**config.mk**
```make
export PLATFORM = sky130hd
export DESIGN_NAME = bcdco_clock_ctrl
export DESIGN_NICKNAME = d
export VERILOG_FILES = /design/src/inc/bcdco_pkg.sv /design/src/hdl/bcdco_modulator.sv /design/src/hdl/bcdco_clock_ctrl.sv
export SDC_FILE = /design/constraint.sdc
export NUM_CORES = 1
export LEC_CHECK = 0
export BUFFER_PORTS_ARGS = -buffer_cell sky130_fd_sc_hd__clkbuf_2
export CORE_MARGIN = 4
export CORE_UTILIZATION = 60
export DETAILED_ROUTE_END_ITERATION = 16
export PLACE_DENSITY = 0.95
export SLEW_MARGIN = 5
export SYNTH_ARGS = -nofsm -noshare
export SYNTH_HDL_FRONTEND = slang
export SYNTH_SLANG_ARGS = --single-unit
```
**constraint.sdc**
```tcl
create_clock -name clk -period 5 [get_ports clk]
set_clock_uncertainty 0.1 [all_clocks]
set_input_delay 1 -clock clk [delete_from_list [all_inputs] [get_ports clk]]
set_output_delay 1 -clock clk [all_outputs]
set_load 0.01 [all_outputs]
```
**src/inc/bcdco_pkg.sv**
```systemverilog
// Package of register offsets, field layouts and timing constants for the clock block
package bcdco_pkg;
	// Register offsets (byte registers on the plain port)
	localparam logic [7:0] OFS_FREQ_CTRL  = 8'h56;
	localparam logic [7:0] OFS_RANGE_CTRL = 8'h57;
	localparam logic [7:0] OFS_CLK_CTRL   = 8'h58;
	localparam logic [7:0] OFS_AUX_CTRL   = 8'h53;
	localparam logic [7:0] OFS_STATUS     = 8'h5a;
	// Frequency control fields: tap in [7:5], modulation count in [4:0]
	localparam int TAP_LSB = 5;
	localparam int TAP_W   = 3;
	localparam int MOD_LSB = 0;
	localparam int MOD_W   = 5;
	// Range control: range select in [3:0]
	localparam int RSEL_LSB = 0;
	localparam int RSEL_W   = 4;
	// Clock control: main source [1:0], peripheral source [3:2]
	localparam int MSRC_LSB = 0;
	localparam int PSRC_LSB = 2;
	localparam int SRC_W    = 2;
	// Aux control: bit 0 selects internal low-frequency oscillator
	localparam int AUX_SEL_BIT = 0;
	// Reset values
	localparam logic [7:0] RST_FREQ_CTRL  = 8'h60;
	localparam logic [7:0] RST_RANGE_CTRL = 8'h07;
	localparam logic [7:0] RST_CLK_CTRL   = 8'h00;
	localparam logic [7:0] RST_AUX_CTRL   = 8'h00;
	// Modulation frame length in oscillator cycles
	localparam int FRAME_LEN = 32;
	// Oscillator start time and clock rate
	localparam int SETTLE_NS  = 1000;
	localparam int CLK_MHZ    = 50;
	localparam int SETTLE_CYC = (SETTLE_NS * CLK_MHZ) / 1000;
	// Clock sources for main and peripheral clocks
	typedef enum logic [1:0] {
		BCDCO_SRC_OSC = 2'h0,
		BCDCO_SRC_AUX = 2'h1,
		BCDCO_SRC_OFF = 2'h2
	} bcdco_src_t;
endpackage : bcdco_pkg

```
**src/hdl/bcdco_modulator.sv**
```systemverilog
// Fractional tap modulator spreading higher-tap cycles across a 32-cycle frame
module bcdco_modulator
#(
	parameter int MOD_W = 5
)
(
	input  wire logic             clk,
	input  wire logic             reset_n,
	input  wire logic             osc_tick,
	input  wire logic [MOD_W-1:0] modulation_count,
	output logic                  use_higher_q,
	output logic                  frame_start_q
);
	localparam logic [MOD_W:0] FULL = (MOD_W+1)'(1 << MOD_W);

	initial
	begin
		if (MOD_W < 1 || MOD_W > 8)
			$error("bcdco_modulator: MOD_W out of range");
	end

	logic [MOD_W-1:0] phase_q;
	logic [MOD_W:0]   acc_q;
	logic [MOD_W:0]   sum;

	// Accumulator spreads higher cycles evenly, keeping period jitter small
	assign sum = acc_q + {1'b0, modulation_count};

	// Phase counter and error accumulator advance once per oscillator cycle
	always_ff @(posedge clk)
	begin
		if (!reset_n)
		begin
			phase_q       <= '0;
			acc_q         <= '0;
			use_higher_q  <= 1'b0;
			frame_start_q <= 1'b0;
		end
		else if (osc_tick)
		begin
			phase_q       <= phase_q + 1'b1;
			frame_start_q <= (phase_q == '0);
			if (phase_q == '0)
			begin
				// Frame restart keeps exactly the programmed count per frame
				// First cycle stays on the base tap; the other 31
				// additions then overflow exactly count times
				use_higher_q <= 1'b0;
				acc_q        <= {1'b0, modulation_count};
			end
			else if (sum >= FULL)
			begin
				use_higher_q <= 1'b1;
				acc_q        <= sum - FULL;
			end
			else
			begin
				use_higher_q <= 1'b0;
				acc_q        <= sum;
			end
		end
		else
			frame_start_q <= 1'b0;
	end
endmodule : bcdco_modulator

```
**src/hdl/bcdco_clock_ctrl.sv**
```systemverilog
// Basic clock module: aux, main and peripheral clocks with a modulated oscillator
// What this block does
// - The auxiliary clock is chosen between the watch crystal and the internal low-frequency oscillator.
// - A main clock output drives the processor core.
// - A separate peripheral clock output feeds the peripheral modules.
// - The oscillator reports stable 1 us (SETTLE_CYC clock cycles) after being started.
// - A 4-bit range select picks one of sixteen overlapping oscillator ranges.
// - In each 32-cycle frame the modulation count sets how many cycles use the next higher tap; tap 7 cannot go higher and stays put.
// - The remaining cycles of each frame use the selected tap.
// - Calibration bytes live in protected information memory and software loads them here.
// - The frequency control register sits at byte offset 56h for direct calibration writes.
module bcdco_clock_ctrl
#(
	parameter int SETTLE_CYCLES = bcdco_pkg::SETTLE_CYC
)
(
	input  wire logic       clk,
	input  wire logic       reset_n,
	input  wire logic [7:0] reg_addr,
	input  wire logic [7:0] reg_wdata,
	input  wire logic       reg_write,
	input  wire logic       reg_read,
	output logic      [7:0] reg_rdata,
	input  wire logic       crystal_clk_pin,
	input  wire logic       lf_osc_clk,
	input  wire logic       digital_osc_tick,
	output logic            aux_clock,
	output logic            main_clock,
	output logic            peripheral_clock,
	output logic      [3:0] range_select,
	output logic      [2:0] tap_select,
	output logic            digital_osc_clock,
	output logic            osc_stable
);
	initial
	begin
		if (SETTLE_CYCLES < 1 || SETTLE_CYCLES > 255)
			$error("bcdco_clock_ctrl: SETTLE_CYCLES out of range");
	end

	logic [7:0] freq_ctrl_q;
	logic [7:0] range_ctrl_q;
	logic [7:0] clk_ctrl_q;
	logic [7:0] aux_ctrl_q;
	logic [1:0] xtal_sync_q;
	logic [1:0] lf_sync_q;
	logic [1:0] tick_sync_q;
	logic       tick_prev_q;
	logic       osc_tick;
	logic       use_higher;
	logic       frame_start;
	logic [7:0] settle_q;
	logic       aux_level;
	logic       osc_level_q;

	// Register decode returning the stored byte for an offset
	function automatic logic [7:0] read_mux(input logic [7:0] a,
		input logic [7:0] f, input logic [7:0] r,
		input logic [7:0] c, input logic [7:0] x,
		input logic [7:0] s);
		unique case (a)
			bcdco_pkg::OFS_FREQ_CTRL:  read_mux = f;
			bcdco_pkg::OFS_RANGE_CTRL: read_mux = r;
			bcdco_pkg::OFS_CLK_CTRL:   read_mux = c;
			bcdco_pkg::OFS_AUX_CTRL:   read_mux = x;
			bcdco_pkg::OFS_STATUS:     read_mux = s;
			default:                   read_mux = 8'h00;
		endcase
	endfunction : read_mux

	// Clock source selection shared by main and peripheral outputs
	function automatic logic pick_src(input logic [1:0] sel,
		input logic osc, input logic aux);
		unique case (sel)
			bcdco_pkg::BCDCO_SRC_OSC: pick_src = osc;
			bcdco_pkg::BCDCO_SRC_AUX: pick_src = aux;
			default:                  pick_src = 1'b0;
		endcase
	endfunction : pick_src

	// Software-writable registers; calibration bytes land directly at 56h
	always_ff @(posedge clk)
	begin
		if (!reset_n)
		begin
			freq_ctrl_q  <= bcdco_pkg::RST_FREQ_CTRL;
			range_ctrl_q <= bcdco_pkg::RST_RANGE_CTRL;
			clk_ctrl_q   <= bcdco_pkg::RST_CLK_CTRL;
			aux_ctrl_q   <= bcdco_pkg::RST_AUX_CTRL;
		end
		else if (reg_write)
		begin
			unique case (reg_addr)
				bcdco_pkg::OFS_FREQ_CTRL:
					freq_ctrl_q <= reg_wdata;
				bcdco_pkg::OFS_RANGE_CTRL:
					range_ctrl_q <= {4'h0, reg_wdata[3:0]};
				bcdco_pkg::OFS_CLK_CTRL:
					clk_ctrl_q <= {4'h0, reg_wdata[3:0]};
				bcdco_pkg::OFS_AUX_CTRL:
					aux_ctrl_q <= {7'h00, reg_wdata[0]};
				default:
					;
			endcase
		end
	end

	// Read data stands only in the cycle after the strobe
	always_ff @(posedge clk)
	begin
		if (!reset_n)
			reg_rdata <= 8'h00;
		else if (reg_read)
			reg_rdata <= read_mux(reg_addr, freq_ctrl_q, range_ctrl_q,
				clk_ctrl_q, aux_ctrl_q, {7'h00, osc_stable});
		else
			reg_rdata <= 8'h00;
	end

	// Two-stage synchronisers for the pin and oscillator inputs
	always_ff @(posedge clk)
	begin
		if (!reset_n)
		begin
			xtal_sync_q <= 2'b00;
			lf_sync_q   <= 2'b00;
			tick_sync_q <= 2'b00;
			tick_prev_q <= 1'b0;
		end
		else
		begin
			xtal_sync_q <= {xtal_sync_q[0], crystal_clk_pin};
			lf_sync_q   <= {lf_sync_q[0], lf_osc_clk};
			tick_sync_q <= {tick_sync_q[0], digital_osc_tick};
			tick_prev_q <= tick_sync_q[1];
		end
	end

	// One oscillator cycle per rising edge of the synchronised tick
	assign osc_tick = tick_sync_q[1] & ~tick_prev_q;

	bcdco_modulator #(
		.MOD_W (bcdco_pkg::MOD_W)
	) u_mod (
		.clk              (clk),
		.reset_n          (reset_n),
		.osc_tick         (osc_tick),
		.modulation_count (freq_ctrl_q[bcdco_pkg::MOD_LSB +:
			bcdco_pkg::MOD_W]),
		.use_higher_q     (use_higher),
		.frame_start_q    (frame_start)
	);

	// Tap toward the analog oscillator steps up on higher-tap cycles
	always_ff @(posedge clk)
	begin
		if (!reset_n)
		begin
			tap_select   <= 3'h0;
			range_select <= 4'h0;
		end
		else
		begin
			range_select <= range_ctrl_q[bcdco_pkg::RSEL_LSB +:
				bcdco_pkg::RSEL_W];
			// Top tap cannot go higher, so it saturates
			if (use_higher && freq_ctrl_q[7:5] != 3'h7)
				tap_select <= freq_ctrl_q[bcdco_pkg::TAP_LSB +:
					bcdco_pkg::TAP_W] + 3'h1;
			else
				tap_select <= freq_ctrl_q[bcdco_pkg::TAP_LSB +:
					bcdco_pkg::TAP_W];
		end
	end

	// Settle counter restarts whenever range or tap is reprogrammed
	always_ff @(posedge clk)
	begin
		if (!reset_n)
			settle_q <= 8'h00;
		else if (reg_write && (reg_addr == bcdco_pkg::OFS_FREQ_CTRL ||
			reg_addr == bcdco_pkg::OFS_RANGE_CTRL))
			settle_q <= 8'h00;
		else if (settle_q < 8'(SETTLE_CYCLES))
			settle_q <= settle_q + 8'h01;
	end

	assign osc_stable = (settle_q >= 8'(SETTLE_CYCLES));

	// Oscillator clock follows the synchronised tick level, held low until stable
	always_ff @(posedge clk)
	begin
		if (!reset_n)
			osc_level_q <= 1'b0;
		else if (osc_stable)
			osc_level_q <= tick_sync_q[1];
		else
			osc_level_q <= 1'b0;
	end

	assign aux_level = aux_ctrl_q[bcdco_pkg::AUX_SEL_BIT] ?
		lf_sync_q[1] : xtal_sync_q[1];

	// Output clocks registered to avoid glitches on source change
	always_ff @(posedge clk)
	begin
		if (!reset_n)
		begin
			aux_clock         <= 1'b0;
			main_clock        <= 1'b0;
			peripheral_clock  <= 1'b0;
			digital_osc_clock <= 1'b0;
		end
		else
		begin
			aux_clock         <= aux_level;
			main_clock        <= pick_src(clk_ctrl_q[1:0],
				osc_level_q, aux_level);
			peripheral_clock  <= pick_src(clk_ctrl_q[3:2],
				osc_level_q, aux_level);
			digital_osc_clock <= osc_level_q;
		end
	end
endmodule : bcdco_clock_ctrl

```
# After elaboration in Yosys (flattened, before gate mapping)

Cells that the tools add are included.

Register bits: 64
Latch bits: 0
Bits in writable memories: 0
ROM bits: 0
Bits of input ports: 23
Output and inout bits: 20
Logic and storage cells: 61
Memories kept: 0

$add $sub $neg: 5
Multipliers: 0
Div/mod/pow operators: 0
Order comparisons: 3
Equality and inequality tests: 8
Shift-type cells: 0
Muxes and demuxes: 9
Bitwise operators: 3
Reductions and logical operators: 13

Operators with widths:

| cell                                                       | number |
|---|---|
| equality test 8 x 7 -> 1 bit, second input constant        | 5 |
| one-hot mux 8 bit (5 select lines)                         | 1 |
| two-way mux 6 bit                                          | 2 |
| AND reduction 2 bit                                        | 6 |
| adder 8 x 1 -> 8 bit, second input constant                | 1 |
| >= comparator 8 x 6 -> 1 bit, second input constant        | 1 |
| less-than comparator 8 x 6 -> 1 bit, second input constant | 1 |
| adder 6 x 5 -> 6 bit                                       | 1 |
| >= comparator 6 bit, second input constant                 | 1 |
| subtractor 6 bit, second input constant                    | 1 |
| adder 5 x 1 -> 5 bit, second input constant                | 1 |
| logical NOT 5 bit                                          | 1 |
| equality test 2 x 1 -> 1 bit, second input constant        | 2 |
| logical NOT 2 bit                                          | 2 |
| one-hot mux 1 bit (2 select lines)                         | 2 |
| adder 3 x 1 -> 3 bit, second input constant                | 1 |
| two-way mux 1 bit                                          | 3 |
| two-way mux 3 bit                                          | 1 |
| != test 3 bit, second input constant                       | 1 |
| logical AND 1 bit                                          | 2 |
| inverter 1 bit                                             | 2 |
| OR reduction 2 bit                                         | 1 |
| AND 1 bit                                                  | 1 |
| logical OR 1 bit                                           | 1 |

# Longest topological paths before layout

Gate-level depths: netlist of the first run.

Depth after elaboration: 4
Depth in mapped cells: 7
Gate-level depth less buffers: 7

# Hierarchy

From an unflattened synthesis of the first run, not the netlist that was laid out.

Cell total of the unflattened synthesis: 276
Area, all modules: 2750.1 um^2

By module, submodules not included:

| module           | times used | cells an instance | area each (um^2) | seq. area each (um^2) |
|---|---|---|---|---|
| bcdco_clock_ctrl | 1          | 198               | 1994.4           | 1041.0 |
| bcdco_modulator  | 1          | 78                | 755.7            | 260.2 |

# Worst setup path after synthesis of the first run

Ideal clock, no wire load.

Kind: input-to-reg
From: in reg_addr[5]
To: reg freq_ctrl_q[5]
Library setup time: 126 ps
Arrival time: 1985 ps
Required time: 4774 ps
Setup slack: 2789 ps
Stages: 5
Buffers on the path: 1
Cells stage by stage: nor4bb_1 -> buf_2 -> nand4_2 -> mux2i_1 -> nand2_1

Cells in the longest elaborated chain, start to end: 2

Ends and longest elaborated chain:

| what                          | line                   | source |
|---|---|---|
| from (decl)                   | bcdco_clock_ctrl.sv:19 | `input wire logic [7:0] reg_addr,` |
| equality test 8 x 7 -> 1 bit  | bcdco_clock_ctrl.sv:93 | `unique case (reg_addr)` |
| AND reduction 2 bit (no line) | --                     |  |
| to (signal assigned)          | bcdco_clock_ctrl.sv:86 | `freq_ctrl_q <= bcdco_pkg::RST_FREQ_CTRL;` |
| to (signal assigned)          | bcdco_clock_ctrl.sv:95 | `freq_ctrl_q <= reg_wdata;` |
| to (decl)                     | bcdco_clock_ctrl.sv:41 | `logic [7:0] freq_ctrl_q;` |

No other way between the ends.
A chain may end at the register's enable or synchronous reset.

# Final worst setup path of the first run

From: reg settle_q[1]
To: out osc_stable

Cells in the longest elaborated chain, start to end: 1

Ends and longest elaborated chain:

| what                         | line                    | source |
|---|---|---|
| from (decl)                  | bcdco_clock_ctrl.sv:52  | `logic [7:0] settle_q;` |
| from (signal assigned)       | bcdco_clock_ctrl.sv:185 | `settle_q <= settle_q + 8'h01;` |
| >= comparator 8 x 6 -> 1 bit | bcdco_clock_ctrl.sv:188 | `assign osc_stable = (settle_q >= 8'(SETTLE_CYCLES));` |
| to (decl)                    | bcdco_clock_ctrl.sv:33  | `output logic osc_stable` |

No other way between the ends.

==> impl_metrics.ini, run 1 <==
[setup_path]
end_kind = primary output
cell_count_of_the_worst_reg_to_reg_path = 6
regToRegSetupSlack_ps = 3170
timing.rr.start = u_mod.phase_q[0]
worst-endpoint-required_ps = 3900
regToRegEndpoint = u_mod.acc_q[3]
path_max_fanout = 6
setup.worst_path.class = reg2out
crit_arrival_ps = 1600
crit_path_start = settle_q[1]
setup.worst_path.start_class = flop
crit_path_end = osc_stable

[synth]
synth_enable_flop_cells = 0
yosys_register_bits = 64
synthDistinctLibCells = 51
muxShareOfSynthArea_pct = 7.50
synth_xor_xnor_area_share_pct = 2.90
synthTopCellsByArea = sky130_fd_sc_hd__dfxtp_1 47%, sky130_fd_sc_hd__mux2i_1 6.3%, sky130_fd_sc_hd__ha_1 5.1%
synthArstFlopShare_pct = 0
mean_syn_cell_area_um2 = 9.54
synth-main-ff-cell = sky130_fd_sc_hd__dfxtp_1
yosys.cell_count.top_type = sky130_fd_sc_hd__dfxtp_1
synth_top_area_share_pct = 47.1
synth.top_cells.by_count = 64 x sky130_fd_sc_hd__dfxtp_1, 35 x sky130_fd_sc_hd__nor2_1, 27 x sky130_fd_sc_hd__nand2_1
main_combinational_cell_family_by_area_after_synthesis = simple AND/OR/NAND/NOR gates
synthSimpleGateAreaFrac_pct = 22.9
synthesis.nets = 320
synth-compound-area-share_pct = 10.5
synth-warning-count = 0
synthesis.area_um2 = 2720
number_of_instances_in_the_synthesized_netlist = 285
synth_area_leader_cell = sky130_fd_sc_hd__dfxtp_1
ys_seq_area_share_pct = 47.1
synth-adder-area-share_pct = 5.80

[clock_tree]
cts_tree = built
cts_hold_buf = 0
worst_setup_hold_path_clk_slew_ps = 70
latest_clock_arrival_within_the_worst_skew_pair_ps = 340
htree_depth = 3
cts_made_buffers = 9
cts_setup_buffers = 0
cts.sinks = 64
clock-root-buffer = sky130_fd_sc_hd__clkbuf_8
cts.repair.resized = 0
clock_path_buffers = 2

[power]
p_leak_nw = 1.43
total_power_mw = 0.974
pwr_density_cell_nw_per_um2 = 312
peakVddDrop_mv = 0.280

[sta]
maxSlewViolCount = 0
period_needed_ps = 2700
timing.final.hold_violations = 0
unrepaired_setup_endpoints_after_global_routing = no
final.setup.worst_slack_ps = 2300
max_slew_margin_pct = 38.7
timing.setup.tns_ps = 0
finalSetupViolations = 0
max_freq_mhz = 371
worst_tran_pin_value_ps = 918
layout_worst_path_cycle_share_pct = 54.0

[route]
viasPerCell = 5.72
avgRoutedWirePerCell_um = 15.3
detail_route.iter0.violations = 106
drc_violation_count_after_routing = 0
ant_nets = 0
routed_wirelength_um = 5890
routed-via-count = 2197
drt_pass1_iterations = 4

[floorplan]
io-pin-count = 43
die_area_um2 = 5670
core.rowCount = 24
die_w_um = 75.3
initial_standard_cell_utilization_of_the_core_pct = 62.0
core_area_um2 = 4380
height_of_the_die_um = 75.3

[global_routing]
grt_first_pass_wirelength_um = 9640
pin_count_of_the_biggest_net_entering_global_routing = 29
overflow = 0
grt_antenna_before_repair = 0
grt_pass1_vias = 2176
grt_util_all_layers_pct = 22.8

[layout]
area_delta_synth_final_pct = 14.8
post_route_cells_drive_above_1_share_pct = 20.8
antenna_cells_inserted = 0
finalNetCount = 363
filler_cell_count = 295

[min_path]
hp-class = reg2reg
worstHoldStart = settle_q[7]

[flow_run]
cap_violations = 0

[outcome]
run_status = finished, final reports clean

[placement]
gp_congestion = 0.869
buffer_ports.inserted = 42
preCtsSetupSlack_ps = 2340
dp.final_hpwl_um = 4150
## cell type report
class,count,area (um2),share of cell area (%)
clock buffer,12,155,4.97
multi-input combinational,200,1350,43.2
tap,52,65.1,2.08
timing repair buffer,43,218,6.97
sequential,64,1280,41.0
inverter,10,37.5,1.20
clock inverter,3,17.5,0.561
## through the flow
stage | hold slack, ps | util [%] | instance area, um2 | cells
global route | 361 | 71.2 | 3120 | 384
floorplan | 308 | - | 2720 | 285
finish | 330 | 71.2 | 3120 | 384
global placement | 314 | 67.3 | 2950 | 369
CTS | 334 | 71.2 | 3120 | 384
detailed placement | 322 | 67.3 | 2950 | 369
## logic make-up after synthesis
group	Yosys count
compound gates	42
xor+xnor	9
fa+ha+maj	12
buf+inv	21
flops	64
mux	20
simple gates	117
## registers in the layout, indices dropped and copies added (netlist names), 2 cells and up
| name | cells |
|---|---|
| clk_ctrl_q | 4 |
| freq_ctrl_q | 8 |
| lf_sync_q | 2 |
| range_ctrl_q | 4 |
| range_select | 4 |
| reg_rdata | 8 |
| settle_q | 8 |
| tap_select | 3 |
| tick_sync_q | 2 |
| u_mod.acc_q | 6 |
| u_mod.phase_q | 5 |
| xtal_sync_q | 2 |
## worst max-delay path, stage by stage (launching register included)
cell and delay [ps]:
sky130_fd_sc_hd__dfxtp_1 430, sky130_fd_sc_hd__ha_1 190, sky130_fd_sc_hd__nor4_1 40, sky130_fd_sc_hd__o21ai_0 380, sky130_fd_sc_hd__clkbuf_2 220
## placed cells by master (no fill, tap or decap), types with 2 or more instances in the layout
| master | instances |
|---|---|
| sky130_fd_sc_hd__clkbuf_8 | 11 |
| sky130_fd_sc_hd__and3_1 | 4 |
| sky130_fd_sc_hd__nand4b_1 | 2 |
| sky130_fd_sc_hd__a21oi_1 | 14 |
| sky130_fd_sc_hd__a2111oi_0 | 2 |
| sky130_fd_sc_hd__xor2_1 | 6 |
| sky130_fd_sc_hd__and2_1 | 17 |
| sky130_fd_sc_hd__nand4_1 | 3 |
| sky130_fd_sc_hd__a311oi_1 | 3 |
| sky130_fd_sc_hd__dfxtp_1 | 64 |
| sky130_fd_sc_hd__clkinv_2 | 2 |
| sky130_fd_sc_hd__a22oi_1 | 3 |
| sky130_fd_sc_hd__nor2b_1 | 4 |
| sky130_fd_sc_hd__inv_1 | 9 |
| sky130_fd_sc_hd__a31oi_1 | 2 |
| sky130_fd_sc_hd__mux2i_1 | 17 |
| sky130_fd_sc_hd__nor2_1 | 35 |
| sky130_fd_sc_hd__ha_1 | 11 |
| sky130_fd_sc_hd__a21o_1 | 3 |
| sky130_fd_sc_hd__nand2_1 | 27 |
| sky130_fd_sc_hd__o21ai_0 | 7 |
| sky130_fd_sc_hd__mux2_2 | 3 |
| sky130_fd_sc_hd__clkbuf_2 | 42 |
| sky130_fd_sc_hd__xnor2_1 | 3 |
| sky130_fd_sc_hd__nand3_1 | 10 |
## routing by layer
layer / share of wire, % / wire length (um) / global-route usage, %
met3: 6.0 / 352 / 8.58
met1: 41 / 2440 / 26.9
met2: 51 / 3020 / 37.9
met4: 1.4 / 82 / 8.54
met5: 0 / 0 / 0
## report_power, final
part / switching [mW] / total, mW / leakage (nW) / internal [mW]
combinational: 0.0340 / 0.0577 / 0.820 / 0.0236
clock: 0.189 / 0.392 / 0.0882 / 0.203
sequential: 0.00601 / 0.525 / 0.520 / 0.519
total: 0.229 / 0.974 / 1.43 / 0.745
## worst min path at each step
stage | end | slack (ps) | cells after the start
detailed placement | settle_q[7] | 320 | 2
floorplan | settle_q[7] | 310 | 2
finish | settle_q[7] | 330 | 2
CTS | settle_q[7] | 330 | 2
global placement | tick_sync_q[1] | 310 | 1
global route | settle_q[7] | 360 | 2
Note: power is estimated with default switching activity, not from simulation.
==> run 2: changes to the inputs <==
--- a/config.mk
+++ b/config.mk
@@ -7,9 +7,9 @@
 export LEC_CHECK = 0
 export BUFFER_PORTS_ARGS = -buffer_cell sky130_fd_sc_hd__clkbuf_2
 export CORE_MARGIN = 4
-export CORE_UTILIZATION = 60
+export CORE_UTILIZATION = 50
 export DETAILED_ROUTE_END_ITERATION = 16
-export PLACE_DENSITY = 0.95
+export PLACE_DENSITY = 0.86
 export SLEW_MARGIN = 5
 export SYNTH_ARGS = -nofsm -noshare
 export SYNTH_HDL_FRONTEND = slang
==> constraint.sdc (replaced) <==
create_clock -name clk -period 2.2 [get_ports clk]
set_clock_uncertainty 0.1 [all_clocks]
set_input_delay 0.44 -clock clk [delete_from_list [all_inputs] [get_ports clk]]
set_output_delay 0.44 -clock clk [all_outputs]
set_load 0.01 [all_outputs]
==> run 2 against run 1 <==
Compared with the run above: power increased to 2.5 times the previous value; clock-buffer cell count decreased by 2; highest routed layer unchanged; largest power group unchanged; sequential share of layout area decreased by 1.5 points; critical endpoint unchanged; global-route usage decreased by 4.5 points; worst hold slack got worse by 130 ps.
==> impl_metrics.ini, run 2 (same netlist as run 1, synthesis figures left out) <==
[setup_path]
regToRegEndpoint = u_mod.acc_q[4]
end_kind = primary output
crit_arrival_ps = 1470
cell_count_of_the_worst_reg_to_reg_path = 7
regToRegSetupSlack_ps = 360
setup.worst_path.start_class = flop
setup.worst_path.class = reg2out
path_max_fanout = 6
worst-endpoint-required_ps = 1660
timing.rr.start = freq_ctrl_q[0]

[route]
drc_violation_count_after_routing = 0
routed_wirelength_um = 5650
avgRoutedWirePerCell_um = 13.8
drt_pass1_iterations = 4
ant_nets = 0
routed-via-count = 2107
detail_route.iter0.violations = 152
viasPerCell = 5.16

[sta]
timing.setup.tns_ps = 0
layout_worst_path_cycle_share_pct = 91.3
maxSlewViolCount = 0
unrepaired_setup_endpoints_after_global_routing = no
worst_tran_pin_value_ps = 465
max_freq_mhz = 498
timing.final.hold_violations = 0
hold-worst-slack_ps = 199
max_slew_margin_pct = 68.9
final.setup.worst_slack_ps = 192
finalSetupViolations = 0
period_needed_ps = 2010

[clock_tree]
htree_depth = 3
clock_path_buffers = 2
cts_hold_buf = 0
clock-root-buffer = sky130_fd_sc_hd__clkbuf_8
cts.sinks = 64
cts_setup_buffers = 0
latest_clock_arrival_within_the_worst_skew_pair_ps = 340
cts_tree = built
worst_setup_hold_path_clk_slew_ps = 70
cts_made_buffers = 9

[min_path]
worstHoldStart = lf_osc_clk
hold-path-endpoint = lf_sync_q[0]
hold_depth = 2
hp-class = in2reg

[floorplan]
die_area_um2 = 6680
core.rowCount = 26
io-pin-count = 43
height_of_the_die_um = 81.8
initial_standard_cell_utilization_of_the_core_pct = 52.3
core_area_um2 = 5200
die_w_um = 81.8

[global_routing]
global_route.usage.met2_pct = 28.4
grt_util_all_layers_pct = 18.3
grt_antenna_before_repair = 0
pin_count_of_the_biggest_net_entering_global_routing = 24
global_route.usage.met3_pct = 7.35
grt_first_pass_wirelength_um = 9120
use_met1_pct = 22.2
grt_pass1_vias = 2034
global_route.peak_usage_layer = met2
overflow = 0

[power]
peakVddDrop_mv = 0.496
pwr_density_cell_nw_per_um2 = 762
total_power_mw = 2.47
p_leak_nw = 1.48

[layout]
finalNetCount = 368
final_cell_count_no_fill = 408
largest_registers_in_the_final_layout = freq_ctrl_q: 8 flops, reg_rdata: 8 flops, settle_q: 8 flops
mostFrequentLayoutCell = sky130_fd_sc_hd__dfxtp_1
area_delta_synth_final_pct = 19.2
post_route_cells_drive_above_1_share_pct = 22.8
final_cell_mix = 64 x sky130_fd_sc_hd__dfxtp_1, 42 x sky130_fd_sc_hd__clkbuf_2, 35 x sky130_fd_sc_hd__nor2_1
antenna_cells_inserted = 0

[outcome]
run_status = finished, final reports clean

[placement]
dp.final_hpwl_um = 3980
buffer_ports.inserted = 42
preCtsSetupSlack_ps = 250
gp_congestion = 0.810
placed_cells_incl_taps = 392

[flow_run]
cap_violations = 0
[run 2: changes by cell type in the layout (fill, tap and decap cells not counted), sizes merged]
cell	before	now
bufinv	0	2
inv	10	12
clkinv	2	1
buf	1	6
clkbuf	54	52
[run 2: critical path, cell delays in order (launching register included)]
cell                       delay, ps
sky130_fd_sc_hd__dfxtp_1         440
sky130_fd_sc_hd__ha_1            210
sky130_fd_sc_hd__nor4_2           50
sky130_fd_sc_hd__o21ai_0         240
sky130_fd_sc_hd__clkbuf_2        190
[run 2: stage by stage]
step / utilization, % / cell area, um2
2_1_floorplan: - / 2720
3_3_place_gp: 57.8 / 3010
3_5_place_dp: 57.8 / 3010
4_1_cts: 62.2 / 3240
5_1_grt: 62.3 / 3240
6_report: 62.3 / 3240
[run 2: timing repair]
item	CTS	global route
endpoints found under the setup margin	0	1
endpoints found under the hold margin	0	0
gates resized for setup	0	1
[run 2: worst max path at each step]
stage,depth (start not counted),from,slack (ps),endpoint
floorplan,5,reg_addr[5],550,freq_ctrl_q[5]
global placement,5,reg_addr[1],330,freq_ctrl_q[5]
detailed placement,5,reg_addr[1],250,freq_ctrl_q[3]
CTS,5,settle_q[0],150,osc_stable
global route,5,settle_q[0],20,osc_stable
finish,4,settle_q[1],190,osc_stable
[run 2: where the power goes]
part           total, mW  internal [mW]  switching [mW]
clock               1.14          0.674           0.468
sequential          1.19           1.18          0.0138
combinational      0.137         0.0599          0.0773
[run 2: layout make-up]
cell class / count / area (um2)
clock buffers: 10 / 138
clock inverters: 6 / 90.1
fillers: 438 / 1960
inverters: 10 / 37.5
multi-input cells: 200 / 1350
flip-flops and latches: 64 / 1280
well taps: 70 / 87.6
repair buffers: 48 / 255
[run 2: layer usage]
layer / wire length, um / up-vias
met4: 97 / 0
met5: 0 / -
li1: - / 1077
met1: 2500 / 956
met3: 393 / 14
met2: 2660 / 60
==> run 3: changes to the inputs <==
--- a/config.mk
+++ b/config.mk
@@ -5,11 +5,12 @@
 export SDC_FILE = /design/constraint.sdc
 export NUM_CORES = 1
 export LEC_CHECK = 0
+export ABC_AREA = 1
 export BUFFER_PORTS_ARGS = -buffer_cell sky130_fd_sc_hd__clkbuf_2
 export CORE_MARGIN = 4
-export CORE_UTILIZATION = 50
+export CORE_UTILIZATION = 51
 export DETAILED_ROUTE_END_ITERATION = 16
-export PLACE_DENSITY = 0.86
+export PLACE_DENSITY = 0.87
 export SLEW_MARGIN = 5
 export SYNTH_ARGS = -nofsm -noshare
 export SYNTH_HDL_FRONTEND = slang
==> run 3 against run 2 <==
Compared with the run above: sequential power about the same; clock power decreased by 12%; register-to-register slack improved by 100 ps; largest power group unchanged; global-route usage increased by 1.4 points; synthesized area increased by 4.2%; combinational power increased by 8%; die area increased by 2.0%; design area increased by 1.5%; sequential share of layout area decreased by 0.57 points; clock-buffer cell count unchanged; routed wire length increased by 5.4%; critical path type unchanged; power decreased by 5.1%.
==> impl_metrics.ini, run 3 <==
[sta]
final.setup.worst_slack_ps = 281
max_slew_margin_pct = 73.9
worst_tran_pin_value_ps = 389
unrepaired_setup_endpoints_after_global_routing = no
max_freq_mhz = 521
hold-worst-slack_ps = 162
layout_worst_path_cycle_share_pct = 87.2
timing.final.hold_violations = 0
maxSlewViolCount = 0
timing.setup.tns_ps = 0
period_needed_ps = 1920
finalSetupViolations = 0

[clock_tree]
cts_tree = built
clock-root-buffer = sky130_fd_sc_hd__clkbuf_8
htree_depth = 3
clock_path_buffers = 2
cts_hold_buf = 0
latest_clock_arrival_within_the_worst_skew_pair_ps = 350
cts_setup_buffers = 0
worst_setup_hold_path_clk_slew_ps = 80
cts.repair.resized = 0
cts_made_buffers = 9
cts.sinks = 64

[synth]
synthesis.nets = 405
synth-main-ff-cell = sky130_fd_sc_hd__dfxtp_1
synth.top_cells.by_count = 67 x sky130_fd_sc_hd__inv_1, 64 x sky130_fd_sc_hd__dfxtp_1, 60 x sky130_fd_sc_hd__nand2_1
synth_enable_flop_cells = 0
synth_area_leader_cell = sky130_fd_sc_hd__dfxtp_1
synth_top_area_share_pct = 45.2
mean_syn_cell_area_um2 = 7.66
yosys.cell_count.top_type = sky130_fd_sc_hd__inv_1
synthesis.area_um2 = 2840
ys_seq_area_share_pct = 45.2
synthArstFlopShare_pct = 0
synthTopCellsByArea = sky130_fd_sc_hd__dfxtp_1 45%, sky130_fd_sc_hd__inv_1 8.9%, sky130_fd_sc_hd__nand2_1 7.9%
synth-warning-count = 0
number_of_instances_in_the_synthesized_netlist = 370
yosys_register_bits = 64
synthDistinctLibCells = 33

[layout]
filler_cell_count = 431
final_cell_mix = 67 x sky130_fd_sc_hd__inv_1, 64 x sky130_fd_sc_hd__dfxtp_1, 60 x sky130_fd_sc_hd__nand2_1
mostFrequentLayoutCell = sky130_fd_sc_hd__inv_1
area_delta_synth_final_pct = 16.1
final_cell_count_no_fill = 492
stdcell_area_um2 = 3290
finalNetCount = 452
largest_registers_in_the_final_layout = freq_ctrl_q: 8 flops, reg_rdata: 8 flops, settle_q: 8 flops
antenna_cells_inserted = 0
layout.core_utilization_pct = 62.8
post_route_cells_drive_above_1_share_pct = 18.2

[power]
total_power_mw = 2.35
p_leak_nw = 1.58
peakVddDrop_mv = 0.496
pwr_density_cell_nw_per_um2 = 713

[floorplan]
io-pin-count = 43
initial_standard_cell_utilization_of_the_core_pct = 54.1
die_area_um2 = 6820
core.rowCount = 26
die_w_um = 82.6
height_of_the_die_um = 82.6
core_area_um2 = 5240

[route]
ant_nets = 0
avgRoutedWirePerCell_um = 12.1
routed-via-count = 2507
viasPerCell = 5.10
drt_pass1_iterations = 4
detail_route.iter0.violations = 191
drc_violation_count_after_routing = 0
routed_wirelength_um = 5960

[setup_path]
setup.worst_path.start_class = flop
crit_arrival_ps = 1380
critical-path-top-cell-by-count = sky130_fd_sc_hd__nand2_1
setup.worst_path.class = reg2out
worstPathCellList = nor2_2 > nand2_1 > a21oi_2 > nand2_1 > clkbuf_2
end_kind = primary output
crit_path_start = settle_q[2]
critPathMaxStageDelay_ps = 340
path_max_fanout = 4
worst-endpoint-required_ps = 1660
cpMaxStageDelayCell = sky130_fd_sc_hd__dfxtp_1
timing.rr.start = freq_ctrl_q[0]

[outcome]
run_status = finished, final reports clean

[min_path]
worstHoldStart = digital_osc_tick
hp-class = in2reg

[placement]
placed_cells_incl_taps = 476
dp.final_hpwl_um = 4370
post_place_cell_area_um2 = 3090
buffer_ports.inserted = 42
preCtsSetupSlack_ps = 383
gp_congestion = 0.862

[global_routing]
grt_antenna_before_repair = 0
grt_util_all_layers_pct = 19.7
overflow = 0
pin_count_of_the_biggest_net_entering_global_routing = 28
grt_first_pass_wirelength_um = 10200
grt_pass1_vias = 2449

[flow_run]
cap_violations = 0
run 3: power breakdown:
group | internal, mW | total [mW] | switching (mW)
combinational | 0.0538 | 0.148 | 0.0940
sequential | 1.18 | 1.19 | 0.0135
clock | 0.526 | 1.00 | 0.478
total | 1.76 | 2.35 | 0.585
run 3: worst paths after layout:
check | to | slack, ps | cells after the start
max reg2reg | u_mod.acc_q[4] | 460 | 9
max | osc_stable | 280 | 5
min reg2reg | xtal_sync_q[1] | 330 | 2
min | tick_sync_q[0] | 160 | 3
run 3: worst max-delay path, delay by kind of cell (launching register included):
| family | cells | cell delay (ps) |
|---|---|---|
| AOI/OAI and AO/OA | 1 | 180 |
| buffers and inverters | 1 | 160 |
| DFF | 1 | 340 |
| and+or+nand+nor | 3 | 360 |
run 3: kinds of logic after synthesis:
kind of cell	share of synthesized area [%]
AO/OA/AOI/OAI	13.8
flip-flops	45.2
multiplexers	0.353
buffers and inverters	11.2
AND/OR/NAND/NOR	22.9
XOR/XNOR	0.927
adder cells (fa/ha/maj)	5.56
run 3: layer usage:
layer / global-route usage [%] / vias up / share of wire [%]
met1: 22.8 / 1155 / 42
met3: 5.10 / 14 / 5.4
met2: 33.3 / 62 / 50
met4: 10.3 / 0 / 1.8
li1: - / 1276 / -
met5: 0 / - / 0
run 3: cell type report:
class / instances / area (um2) / share of cell area, %
Inverter: 72 / 270 / 8.21
Sequential cell: 64 / 1280 / 38.9
Timing Repair Buffer: 43 / 218 / 6.62
Tap cell: 70 / 87.6 / 2.66
Multi-Input combinational cell: 227 / 1240 / 37.6
Clock buffer: 10 / 128 / 3.88
Clock inverter: 6 / 70.1 / 2.13
